<file path="config.mk">
export PLATFORM = sky130hd
export DESIGN_NAME = dcmc_cache
export DESIGN_NICKNAME = d
export VERILOG_FILES = /design/src/rtl/dcmc_pkg.sv /design/src/rtl/dcmc_policy.sv /design/src/rtl/dcmc_cache.sv
export SDC_FILE = /design/constraint.sdc
export NUM_CORES = 2
export LEC_CHECK = 0
export CAP_MARGIN = 0
export CELL_PAD_IN_SITES_DETAIL_PLACEMENT = 0
export CELL_PAD_IN_SITES_GLOBAL_PLACEMENT = 1
export CORE_MARGIN = 10
export CORE_UTILIZATION = 30
export CTS_CLUSTER_SIZE = 12
export DETAILED_ROUTE_END_ITERATION = 8
export DONT_BUFFER_PORTS = 1
export PLACE_DENSITY = 0.48
export SLEW_MARGIN = 20
export SYNTH_ARGS = -nofsm -noshare
export SYNTH_HDL_FRONTEND = slang
export SYNTH_HIERARCHICAL = 1
export SYNTH_SLANG_ARGS = --single-unit
</file>
<file path="constraint.sdc">
create_clock -name i_clk_sys -period 7.9 [get_ports i_clk_sys]
set_input_delay 1.58 -clock i_clk_sys [delete_from_list [all_inputs] [get_ports i_clk_sys]]
set_output_delay 1.58 -clock i_clk_sys [all_outputs]
set_load 0.005 [all_outputs]
</file>
<file path="src/rtl/dcmc_pkg.sv">
// Function
// - both flags clear: read hits from cache, read misses allocate and replace, invalidations honoured
// - normal mode fill enters Exclusive or Shared as the line policy pin selects
// - normal mode: only Shared write hits and write misses go to the bus
// - external write to Shared line may become Exclusive when the policy pin says so
// - write hits update the cached line in normal and consistent disabled mode
// - cache-off alone: no allocation, contents kept, memory consistent, read hits served
// - with cache-off set a read miss reads memory without allocating or evicting
// - consistent disabled mode: only Shared write hits and write misses update memory
// - both flags set: read and write hits stay in cache, no memory access
// - both flags set: write hit on Exclusive line makes it Modified
// - both flags set: write hit on Shared line leaves it Shared
// - both flags set: write miss goes to memory without allocating
// - both flags set: inquire and invalidate cycles change no line
// - after reset both flags are one
package dcmc_pkg;
    localparam int ADDR_W = 32;
    localparam int DATA_W = 32;
    localparam int INDEX_W = 4;
    localparam int WORD_LSB = 2;
    localparam logic CACHE_OFF_RST = 1'b1;
    localparam logic NO_WT_RST = 1'b1;

    typedef enum logic [1:0] {
        DCMC_INV,
        DCMC_SHR,
        DCMC_EXC,
        DCMC_MOD
    } dcmc_line_e;

    typedef enum logic [2:0] {
        DCMC_IDLE,
        DCMC_EVICT,
        DCMC_FILL,
        DCMC_WRITE,
        DCMC_RESP
    } dcmc_fsm_e;
endpackage

</file>
<file path="src/rtl/dcmc_policy.sv">
`timescale 1ns/1ps
module dcmc_policy (
    // mode
    input wire logic i_cache_off,
    input wire logic i_no_wt,
    // access
    input wire logic i_write,
    input wire logic i_hit,
    input wire dcmc_pkg::dcmc_line_e i_state,
    // decision
    output logic o_alloc,
    output logic o_external,
    output logic o_update,
    output dcmc_pkg::dcmc_line_e o_wr_state,
    output logic o_snoop_honour
);
    wire shared_hit = i_hit && (i_state == dcmc_pkg::DCMC_SHR);
    wire non_consistent = i_cache_off && i_no_wt;

    // allocation only with cache on; disabled modes never evict
    assign o_alloc = !i_cache_off && !i_write && !i_hit;
    // read misses always use the bus; writes per mode
    assign o_external = !i_write ? !i_hit :
                        !i_hit ? 1'b1 :
                        non_consistent ? 1'b0 :
                        shared_hit;
    assign o_update = i_write && i_hit;
    // shared lines keep their state until the bus answers
    assign o_wr_state = (i_state == dcmc_pkg::DCMC_SHR) ? dcmc_pkg::DCMC_SHR :
                        dcmc_pkg::DCMC_MOD;
    assign o_snoop_honour = !non_consistent;
endmodule // dcmc_policy

</file>
<file path="src/rtl/dcmc_cache.sv">
`timescale 1ns/1ps
module dcmc_cache #(
    parameter int ADDR_W = dcmc_pkg::ADDR_W,
    parameter int DATA_W = dcmc_pkg::DATA_W,
    parameter int INDEX_W = dcmc_pkg::INDEX_W
) (
    // clock and reset
    input wire logic i_clk_sys,
    input wire logic i_reset_n,
    // control register zero load
    input wire logic i_cr_load,
    input wire logic i_cache_off_flag,
    input wire logic i_no_write_through_flag,
    output logic o_cache_off_flag,
    output logic o_no_write_through_flag,
    output logic o_general_protection_fault,
    // core access
    input wire logic i_req_valid,
    input wire logic i_req_write,
    input wire logic [ADDR_W-1:0] i_req_addr,
    input wire logic [DATA_W-1:0] i_req_wdata,
    output logic o_req_ready,
    output logic o_rsp_valid,
    output logic [DATA_W-1:0] o_rsp_rdata,
    // system bus
    output logic o_bus_valid,
    output logic o_bus_write,
    output logic [ADDR_W-1:0] o_bus_addr,
    output logic [DATA_W-1:0] o_bus_wdata,
    input wire logic i_bus_done,
    input wire logic [DATA_W-1:0] i_bus_rdata,
    input wire logic i_line_policy_pin,
    // snoop
    input wire logic i_snoop_valid,
    input wire logic i_snoop_inval,
    input wire logic [ADDR_W-1:0] i_snoop_addr,
    output logic o_snoop_hit,
    output logic o_snoop_hitm
);
    localparam int LINES = 1 << INDEX_W;
    localparam int TAG_LSB = INDEX_W + dcmc_pkg::WORD_LSB;
    localparam int TAG_W = ADDR_W - TAG_LSB;

    dcmc_pkg::dcmc_line_e line_state_q [LINES];
    logic [TAG_W-1:0] line_tag_q [LINES];
    logic [DATA_W-1:0] line_data_q [LINES];

    logic cache_off_q;
    logic no_wt_q;
    logic fault_q;
    dcmc_pkg::dcmc_fsm_e fsm_q;
    logic alloc_q;
    logic [ADDR_W-1:0] addr_q;
    logic [DATA_W-1:0] rdata_q;
    logic bus_write_q;
    logic [ADDR_W-1:0] bus_addr_q;
    logic [DATA_W-1:0] bus_wdata_q;
    logic snoop_hit_q;
    logic snoop_hitm_q;

    // request lookup
    wire [INDEX_W-1:0] req_idx = i_req_addr[TAG_LSB-1:dcmc_pkg::WORD_LSB];
    wire [TAG_W-1:0] req_tag = i_req_addr[ADDR_W-1:TAG_LSB];
    wire dcmc_pkg::dcmc_line_e req_state = line_state_q[req_idx];
    wire req_hit = (req_state != dcmc_pkg::DCMC_INV) && (line_tag_q[req_idx] == req_tag);
    wire accept = (fsm_q == dcmc_pkg::DCMC_IDLE) && i_req_valid;

    // pending lookup
    wire [INDEX_W-1:0] pend_idx = addr_q[TAG_LSB-1:dcmc_pkg::WORD_LSB];
    wire [TAG_W-1:0] pend_tag = addr_q[ADDR_W-1:TAG_LSB];
    wire pend_shared = (line_state_q[pend_idx] == dcmc_pkg::DCMC_SHR)
                       && (line_tag_q[pend_idx] == pend_tag);

    // snoop lookup
    wire [INDEX_W-1:0] snp_idx = i_snoop_addr[TAG_LSB-1:dcmc_pkg::WORD_LSB];
    wire snp_match = (line_state_q[snp_idx] != dcmc_pkg::DCMC_INV)
                     && (line_tag_q[snp_idx] == i_snoop_addr[ADDR_W-1:TAG_LSB]);

    logic pol_alloc;
    logic pol_external;
    logic pol_update;
    dcmc_pkg::dcmc_line_e pol_wr_state;
    logic pol_snoop_honour;

    dcmc_policy u_policy (
        .i_cache_off(cache_off_q),
        .i_no_wt(no_wt_q),
        .i_write(i_req_write),
        .i_hit(req_hit),
        .i_state(req_state),
        .o_alloc(pol_alloc),
        .o_external(pol_external),
        .o_update(pol_update),
        .o_wr_state(pol_wr_state),
        .o_snoop_honour(pol_snoop_honour)
    );

    // victim needs writing back before its slot is reused
    wire victim_dirty = pol_alloc && (req_state == dcmc_pkg::DCMC_MOD);
    wire [ADDR_W-1:0] victim_addr = {line_tag_q[req_idx], req_idx,
                                     {dcmc_pkg::WORD_LSB{1'b0}}};

    // control register load
    wire cr_illegal = !i_cache_off_flag && i_no_write_through_flag;
    wire cr_take = i_cr_load && !cr_illegal;

    // single line write port from the sequencer
    wire fill_done = (fsm_q == dcmc_pkg::DCMC_FILL) && i_bus_done;
    wire write_done = (fsm_q == dcmc_pkg::DCMC_WRITE) && i_bus_done;
    wire fsm_we_hit = accept && pol_update;
    wire fsm_we_fill = fill_done && alloc_q;
    wire fsm_we_up = write_done && pend_shared && i_line_policy_pin;
    wire fsm_we = fsm_we_hit || fsm_we_fill || fsm_we_up;
    wire [INDEX_W-1:0] fsm_idx = accept ? req_idx : pend_idx;
    wire fill_excl = i_line_policy_pin;
    wire dcmc_pkg::dcmc_line_e fsm_state =
        fsm_we_hit ? pol_wr_state :
        fsm_we_fill ? (fill_excl ? dcmc_pkg::DCMC_EXC : dcmc_pkg::DCMC_SHR) :
        dcmc_pkg::DCMC_EXC;
    wire fsm_data_we = fsm_we_hit || fsm_we_fill;
    wire [DATA_W-1:0] fsm_data = fsm_we_hit ? i_req_wdata : i_bus_rdata;
    wire snp_inv_we = i_snoop_valid && i_snoop_inval && snp_match && pol_snoop_honour;

    genvar g;
    generate
        for (g = 0; g < LINES; g++) begin : g_line
            wire fsm_sel = fsm_we && (fsm_idx == INDEX_W'(g));
            wire snp_sel = snp_inv_we && (snp_idx == INDEX_W'(g));
            // the sequencer write wins over a same-cycle invalidate of that slot
            always_ff @(posedge i_clk_sys or negedge i_reset_n) begin
                if (!i_reset_n) begin
                    line_state_q[g] <= dcmc_pkg::DCMC_INV;
                end else if (fsm_sel) begin
                    line_state_q[g] <= fsm_state;
                end else if (snp_sel) begin
                    line_state_q[g] <= dcmc_pkg::DCMC_INV;
                end
            end
            always_ff @(posedge i_clk_sys or negedge i_reset_n) begin
                if (!i_reset_n) begin
                    line_tag_q[g] <= '0;
                    line_data_q[g] <= '0;
                end else if (fsm_sel && fsm_data_we) begin
                    line_data_q[g] <= fsm_data;
                    if (fsm_we_fill) begin
                        line_tag_q[g] <= pend_tag;
                    end
                end
            end
        end
    endgenerate

    always_ff @(posedge i_clk_sys or negedge i_reset_n) begin
        if (!i_reset_n) begin
            cache_off_q <= dcmc_pkg::CACHE_OFF_RST;
            no_wt_q <= dcmc_pkg::NO_WT_RST;
            fault_q <= 1'b0;
        end else begin
            fault_q <= i_cr_load && cr_illegal;
            if (cr_take) begin
                cache_off_q <= i_cache_off_flag;
                no_wt_q <= i_no_write_through_flag;
            end
        end
    end

    always_ff @(posedge i_clk_sys or negedge i_reset_n) begin
        if (!i_reset_n) begin
            snoop_hit_q <= 1'b0;
            snoop_hitm_q <= 1'b0;
        end else begin
            snoop_hit_q <= i_snoop_valid && snp_match && pol_snoop_honour;
            snoop_hitm_q <= i_snoop_valid && snp_match && pol_snoop_honour
                            && (line_state_q[snp_idx] == dcmc_pkg::DCMC_MOD);
        end
    end

    always_ff @(posedge i_clk_sys or negedge i_reset_n) begin
        if (!i_reset_n) begin
            fsm_q <= dcmc_pkg::DCMC_IDLE;
            alloc_q <= 1'b0;
            addr_q <= '0;
            rdata_q <= '0;
            bus_write_q <= 1'b0;
            bus_addr_q <= '0;
            bus_wdata_q <= '0;
        end else begin
            case (fsm_q)
                dcmc_pkg::DCMC_IDLE: begin
                    if (i_req_valid) begin
                        alloc_q <= pol_alloc;
                        addr_q <= i_req_addr;
                        // write responses echo the write data from the same register
                        rdata_q <= i_req_write ? i_req_wdata : line_data_q[req_idx];
                        bus_write_q <= i_req_write || victim_dirty;
                        bus_addr_q <= victim_dirty ? victim_addr : i_req_addr;
                        bus_wdata_q <= victim_dirty ? line_data_q[req_idx] : i_req_wdata;
                        if (!pol_external) begin
                            fsm_q <= dcmc_pkg::DCMC_RESP;
                        end else if (i_req_write) begin
                            fsm_q <= dcmc_pkg::DCMC_WRITE;
                        end else if (victim_dirty) begin
                            fsm_q <= dcmc_pkg::DCMC_EVICT;
                        end else begin
                            fsm_q <= dcmc_pkg::DCMC_FILL;
                        end
                    end
                end
                dcmc_pkg::DCMC_EVICT: begin
                    if (i_bus_done) begin
                        bus_write_q <= 1'b0;
                        bus_addr_q <= addr_q;
                        fsm_q <= dcmc_pkg::DCMC_FILL;
                    end
                end
                dcmc_pkg::DCMC_FILL: begin
                    if (i_bus_done) begin
                        rdata_q <= i_bus_rdata;
                        fsm_q <= dcmc_pkg::DCMC_RESP;
                    end
                end
                dcmc_pkg::DCMC_WRITE: begin
                    if (i_bus_done) begin
                        fsm_q <= dcmc_pkg::DCMC_RESP;
                    end
                end
                dcmc_pkg::DCMC_RESP: begin
                    fsm_q <= dcmc_pkg::DCMC_IDLE;
                end
                default: begin
                    fsm_q <= dcmc_pkg::DCMC_IDLE;
                end
            endcase
        end
    end

    assign o_cache_off_flag = cache_off_q;
    assign o_no_write_through_flag = no_wt_q;
    assign o_general_protection_fault = fault_q;
    assign o_req_ready = (fsm_q == dcmc_pkg::DCMC_IDLE);
    assign o_rsp_valid = (fsm_q == dcmc_pkg::DCMC_RESP);
    // held from the lookup, the fill or the write request until the next request is taken
    assign o_rsp_rdata = rdata_q;
    assign o_bus_valid = (fsm_q == dcmc_pkg::DCMC_EVICT) || (fsm_q == dcmc_pkg::DCMC_FILL)
                         || (fsm_q == dcmc_pkg::DCMC_WRITE);
    assign o_bus_write = bus_write_q;
    assign o_bus_addr = bus_addr_q;
    assign o_bus_wdata = bus_wdata_q;
    assign o_snoop_hit = snoop_hit_q;
    assign o_snoop_hitm = snoop_hitm_q;
endmodule // dcmc_cache

</file>
# ---- Word-level counts from Yosys, hierarchy flattened
# Cells that the tools add are included.
dict set report word_totals {
  register_bits 1098
  latch_bits 0
  ram_bits 0
  mem_bits_ro 0
  input_bits 139
  output_inout_bits 105
  memories 0
}
dict set report classes {
  n_addsub 0
  mul 0
  div 0
  magnitude_cmp 3
  n_eq_ne 45
  shift 0
  n_mux 81
  bitwise 3
  n_reduce_logical 128
}
# operator count
set ops {}
lappend ops {{32-bit 2-to-1 mux} 10}
lappend ops {{26-bit binary-select mux with 4-bit select} 3}
lappend ops {{26-bit 2-to-1 mux} 6}
lappend ops {{32-bit binary-select mux with 4-bit select} 1}
lappend ops {{32-bit one-hot mux with 2 select lines} 2}
lappend ops {{2-bit 2-to-1 mux} 44}
lappend ops {{26-bit equality test} 3}
lappend ops {{1-bit logical AND} 73}
lappend ops {{4-bit equality test, second input constant} 16}
lappend ops {{2-bit nonzero test} 20}
lappend ops {{2-bit AND reduction} 17}
lappend ops {{4-bit by 3-bit equality test with 1-bit output, second input constant} 8}
lappend ops {{2-bit binary-select mux with 4-bit select} 3}
lappend ops {{4-bit by 2-bit equality test with 1-bit output, second input constant} 4}
lappend ops {{5-bit greater-or-equal comparator, second input constant} 3}
lappend ops {{4-bit NOT with 5-bit output} 3}
lappend ops {{3-bit 2-to-1 mux} 4}
lappend ops {{3-bit one-hot mux with 3 select lines} 1}
lappend ops {{3-bit AND reduction} 3}
lappend ops {{4-bit by 1-bit equality test with 1-bit output, second input constant} 2}
lappend ops {{4-bit logical NOT} 2}
lappend ops {{3-bit by 2-bit equality test with 1-bit output, second input constant} 2}
lappend ops {{1-bit logical NOT} 6}
lappend ops {{2-bit inequality test, second input constant} 3}
lappend ops {{other kinds (11)} 21}

# ---- Depth between registers and ports, before layout
dict set report depth {
  word_depth 14
  depth_mapped 19
  depth_no_buf 14
}

# ---- Cells and area by module
# The synthesis kept the hierarchy.
# mod instances cells_per_inst area_each_um2 seq_area_each_um2
set modules_own_cells {}
lappend modules_own_cells {dcmc_cache 1 4786 58009.4 27478.9}
lappend modules_own_cells {dcmc_policy 1 8 52.6 0.0}

# ---- Worst setup path before layout
# OpenSTA, ideal clock, no wires.
dict set report synth_timing {
  kind {input -> register}
  start {input i_req_addr[2]}
  end {register line_state_q[15] in the netlist's numbering}
  t_arrival_ps 6642
  required_time_ps 7764
  slack_ps 1121
  path_stages 16
  path_cell_list {buf_2 clkbuf_1 buf_1 buf_1 mux4_2 mux4_2 xnor2_1 o2111ai_1 nor4_1 and2_2 nand2_1 clkbuf_1 o22ai_1 clkinv_1 o2111ai_1 o21ai_0}
}
dict set report synth_between {
  elab_chain_cells 12
}
# item line_no
set synth_rtl {}
lappend synth_rtl {{start, declared} dcmc_cache.sv:20} ;# input wire logic [ADDR_W-1:0] i_req_addr,
lappend synth_rtl {{4-bit NOT with 5-bit output (implied by the code) (*)} {dcmc_cache.sv:64, dcmc_cache.sv:65}}
lappend synth_rtl {{26-bit binary-select mux with 4-bit select / 2-bit binary-select mux with 4-bit select (equally long branches)} {dcmc_cache.sv:65, dcmc_cache.sv:64}}
lappend synth_rtl {{26-bit 2-to-1 mux (implied by the code) / 2-bit 2-to-1 mux (equally long branches) (2 in series)} {dcmc_cache.sv:65, dcmc_cache.sv:64}}
lappend synth_rtl {{26-bit equality test / 2-bit nonzero test (equally long branches)} dcmc_cache.sv:65} ;# wire req_hit = (req_state != dcmc_pkg::DCMC_INV) && (line_tag_q[req_idx] == req_tag);
lappend synth_rtl {{1-bit logical AND (*)} dcmc_cache.sv:65}
lappend synth_rtl {{via req_hit} dcmc_cache.sv:65}
lappend synth_rtl {{1-bit logical AND (*)} dcmc_policy.sv:27} ;# assign o_update = i_write && i_hit;
lappend synth_rtl {{via pol_update} dcmc_cache.sv:81} ;# logic pol_update;
lappend synth_rtl {{1-bit logical AND (*)} dcmc_cache.sv:110} ;# wire fsm_we_hit = accept && pol_update;
lappend synth_rtl {{1-bit logical OR (2 in series)} dcmc_cache.sv:113} ;# wire fsm_we = fsm_we_hit || fsm_we_fill || fsm_we_up;
lappend synth_rtl {{1-bit logical AND} dcmc_cache.sv:127} ;# wire fsm_sel = fsm_we && (fsm_idx == INDEX_W'(g));
lappend synth_rtl {{2-bit 2-to-1 mux / 2-bit nonzero test (equally long branches)} --}
lappend synth_rtl {{end signal, assigned by index} dcmc_cache.sv:132} ;# line_state_q[g] <= dcmc_pkg::DCMC_INV;
lappend synth_rtl {{end signal, assigned by index} dcmc_cache.sv:134} ;# line_state_q[g] <= fsm_state;
lappend synth_rtl {{end signal, assigned by index} dcmc_cache.sv:136} ;# line_state_q[g] <= dcmc_pkg::DCMC_INV;
lappend synth_rtl {{end, declared} dcmc_cache.sv:44} ;# dcmc_pkg::dcmc_line_e line_state_q [LINES];
# Mark *: on every way through the listed nets, which the timed path passes. The rest lies on a longest branch. The select of a mux whose other input is x is not followed.
# A chain may end at the register's enable or synchronous reset.

# ---- Final worst setup path
dict set report layout_timing {
  start {input i_req_addr[2]}
  end {register bus_addr_q[30], in the netlist o_bus_addr[30]}
}
dict set report layout_between {
  elab_chain_cells 12
}
# item line_no
set layout_rtl {}
lappend layout_rtl {{4-bit NOT with 5-bit output (implied by the code) (*)} {dcmc_cache.sv:64, dcmc_cache.sv:65}}
lappend layout_rtl {{26-bit binary-select mux with 4-bit select / 2-bit binary-select mux with 4-bit select (equally long branches)} {dcmc_cache.sv:65, dcmc_cache.sv:64}}
lappend layout_rtl {{26-bit 2-to-1 mux (implied by the code) / 2-bit 2-to-1 mux (equally long branches) (2 in series)} {dcmc_cache.sv:65, dcmc_cache.sv:64}}
lappend layout_rtl {{26-bit equality test / 2-bit nonzero test (equally long branches)} dcmc_cache.sv:65}
lappend layout_rtl {{1-bit logical AND (*)} dcmc_cache.sv:65}
lappend layout_rtl {{via req_hit} dcmc_cache.sv:65}
lappend layout_rtl {{1-bit logical NOT (*)} dcmc_policy.sv:21} ;# assign o_alloc = !i_cache_off && !i_write && !i_hit;
lappend layout_rtl {{1-bit logical AND (*)} dcmc_policy.sv:21}
lappend layout_rtl {{via pol_alloc} dcmc_cache.sv:79} ;# logic pol_alloc;
lappend layout_rtl {{1-bit logical AND (*)} dcmc_cache.sv:99} ;# wire victim_dirty = pol_alloc && (req_state == dcmc_pkg::DCMC_MOD);
lappend layout_rtl {{32-bit 2-to-1 mux (*)} dcmc_cache.sv:196} ;# bus_addr_q <= victim_dirty ? victim_addr : i_req_addr;
lappend layout_rtl {{32-bit 2-to-1 mux (*)} dcmc_cache.sv:190} ;# if (i_req_valid) begin
lappend layout_rtl {{32-bit one-hot mux with 2 select lines (*)} dcmc_cache.sv:188} ;# case (fsm_q)
lappend layout_rtl {{end signal, assigned} dcmc_cache.sv:196}
lappend layout_rtl {{end signal, assigned} dcmc_cache.sv:212} ;# bus_addr_q <= addr_q;
lappend layout_rtl {{end, declared} dcmc_cache.sv:56} ;# logic [ADDR_W-1:0] bus_addr_q;
# Marks and branches as above.

==> results.tsv <==
metric	value	unit
outcome	complete, no violations	
yosysUniqueCellTypes	77	
timing.rr.end	o_bus_addr[30]	
wl_per_cell	30.4	um
switchingPower	8.17	mW
synth.most_common_cell	dfrtp_1	
cts_buffer_depth	3	
wl	221	mm
timing.final.ws_setup	1.56	ns
viasPerCell	5.49	
ys_async_sr_fraction	1.00	
hold_path.startpoint	line_data_q[293]	
vdd_drop_max	0.000242	V
yosysTopAreaCell	dfrtp_1	
grt_pass1_wl	318	mm
cts_tree	yes	
seq_power_share	0.409	
ctsResizeCount	0	
synth_compound_area_frac	0.0919	
leakage	29.2	nW
setup.worst_path.start_class	input pin	
end_kind	flip-flop	
grt_pass1_vias	40700	
hold_path.class	flip-flop to flip-flop	
synthAdderAreaFrac	0	
floorplan.rows	161	
placeableCoreArea	193000	um2
die-height	460	um
start_util	0.301	
portBuffers	0	
dp_slack	1.17	ns
synth_top_family_by_area	multiplexers	
fin_worst_skew	0.0332	ns
netlist_top_cells_area	dfrtp_1, mux4_2, mux2_2	
hold_end	line_data_q[293]	
synth_xor_area_frac	0.0130	
power_density	347	nW/um2
rsz0062_at_grt	false	
drc	0	
hpwl	133	mm
yosysSeqAreaShare	0.473	
maxSlewViolCount	0	
antenna_found_initial	6	
period_minus_slack	6.34	ns
first_pass_iters	5	
synth_simple_gate_area_share	0.0681	
num_vias	39800	
cts_setup_buffers	0	
h-tree-depth	4	
yosysWarningCount	6	
drtAntennaViolNets	0	
rrSetupSlack	2.53	ns
clock_sinks	1098	
worstMarginPinSlew	1.01	ns
rr_worst_depth	12	
period_share	0.802	
synth_top_area_share	0.472	
startpoint	i_req_addr[2]	
synth_fp_nets	4933	
hold_ws	0.471	ns
gp_congestion	0.825	
fin_nets	4766	
synth-edff-count	0	
dpl_cell_area	61000	um2
crit_arrival	6.98	ns
syn2layout_area_growth	13.0	%
setup_violations	0	
cts_root_buf	clkbuf_16	
grt-ovfl-total	0	
p_sw_frac	0.358	
critPathRequiredTime	8.54	ns
cap_violations	0	
cts_made_buffers	142	
holdBufCountCts	0	
combPwrFrac	0.307	
grt_max_degree	243	
ys_top_cells_by_count	dfrtp_1, mux2_2, mux4_2	
holdPathStages	2	
max_freq	158	MHz
critical_path_class	input pin to flip-flop	
drive_above_1_share	0.283	
netlist_instances	4794	
syn_area	58100	um2
cp_max_fo	242	
avgSynthCellArea	12.1	um2
relSlewSlack	0.324	
worstSkewPairLatency	0.80	ns
timing.rr.start	line_tag_q[40]	
clk_pin_slew	0.06	ns
fin_total_pwr	22.8	mW
internal_power	14.6	mW
io_pins	244	
synth_mux_area_frac	0.319	
stdcell_area	65600	um2
synthFlopType	dfrtp_1	
clkPwrFrac	0.283	
synth-seq-cells	1098	
hold_viol	0	
die_area	212000	um2
dr.first_iter.drc_count	2952	
die_w	460	um
setup_tns	0	ns
grt.total_usage	0.206	
layer usage:
metal	wire, um	global-route usage
met1	99200	0.284
met2	102000	0.325
met3	13900	0.0485
met4	5810	0.0558
met5	27	0
sequential cells by signal (all words and copies together) (netlist names):
| name | count |
|---|---|
| o_rsp_rdata | 32 |
| o_bus_write | 1 |
| o_snoop_hit | 1 |
| line_tag_q | 416 |
| o_bus_wdata | 32 |
| o_no_write_through_flag | 1 |
| addr_q | 32 |
| fsm_q | 3 |
| o_cache_off_flag | 1 |
| alloc_q | 1 |
| o_snoop_hitm | 1 |
| o_general_protection_fault | 1 |
| line_data_q | 512 |
| o_bus_addr | 32 |
| line_state_q | 32 |
logic make-up after synthesis:
| kind of cell | after synthesis |
|---|---|
| buf+inv | 492 |
| other cells | 1 |
| xor+xnor | 85 |
| mux | 1235 |
| flops | 1098 |
| compound gates | 934 |
| simple gates | 949 |
layout make-up:
| type | count | area, um2 |
|---|---|---|
| inverter | 40 | 150 |
| multi-input combinational | 3204 | 28800 |
| sequential | 1098 | 27500 |
| timing repair buffer | 141 | 1390 |
| clock buffer | 219 | 4320 |
| antenna | 4 | 10.0 |
| tap | 2526 | 3160 |
| clock inverter | 26 | 250 |
| fill | 19200 | 127000 |
layout by cell type, fill, tap and decap left out, types with 10 or more instances in the layout:
cell	n
nand2b_1	16
clkbuf_8	37
nor3_1	21
nor2b_1	12
buf_4	121
o21ai_0	337
inv_1	34
buf_16	11
a211oi_1	12
nor4_1	26
o2111ai_1	16
mux4_2	434
clkbuf_1	35
nor2_1	376
xnor2_1	40
xor2_1	44
clkbuf_16	147
clkinv_2	13
a21oi_1	366
nor2_4	12
dfrtp_1	1094
nand3_1	21
and3_1	16
nand4_1	10
a221oi_1	22
nand2_1	382
mux2i_1	305
mux2_2	490
a22o_1	12
a31oi_1	10
a22oi_1	52
o22ai_1	29
power groups by stage:
stage               registers [mW]  logic (mW)  clock network, mW
floorplan                     8.47        5.28                  0
global placement              9.39        6.94                  0
detailed placement            9.42        7.04                  0
CTS                           9.34        7.06               6.67
global route                  9.63        7.62               6.89
finish                        9.33        7.01               6.46
worst max-delay path by stage:
| stage | slack [ns] | cells past startpoint | to |
|---|---|---|---|
| floorplan | 1.12 | 16 | line_state_q[15] |
| global route | 1.45 | 13 | line_data_q[37] |
| finish | 1.56 | 12 | o_bus_addr[30] |
| global placement | 1.23 | 12 | o_bus_addr[30] |
| CTS | 2.03 | 12 | line_data_q[49] |
| detailed placement | 1.17 | 12 | line_data_q[55] |
per-stage QoR:
stage / util / std cells
floorplan: - / 4794
global placement: 0.316 / 7001
detailed placement: 0.317 / 7007
CTS: 0.340 / 7252
global route: 0.341 / 7256
finish: 0.341 / 7258
critical path: stages:
cell and delay [ns]:
mux4_2 0.71, mux4_2 0.51, xor2_1 0.24, nor4_1 0.57
nand4_1 0.40, nor4_1 0.71, nor3_1 0.28, nand3_4 0.36
mux2i_1 0.23, nor2_1 0.06, a21oi_1 0.80, o21ai_0 0.16
No activity file was read; power rests on OpenSTA's default activity.
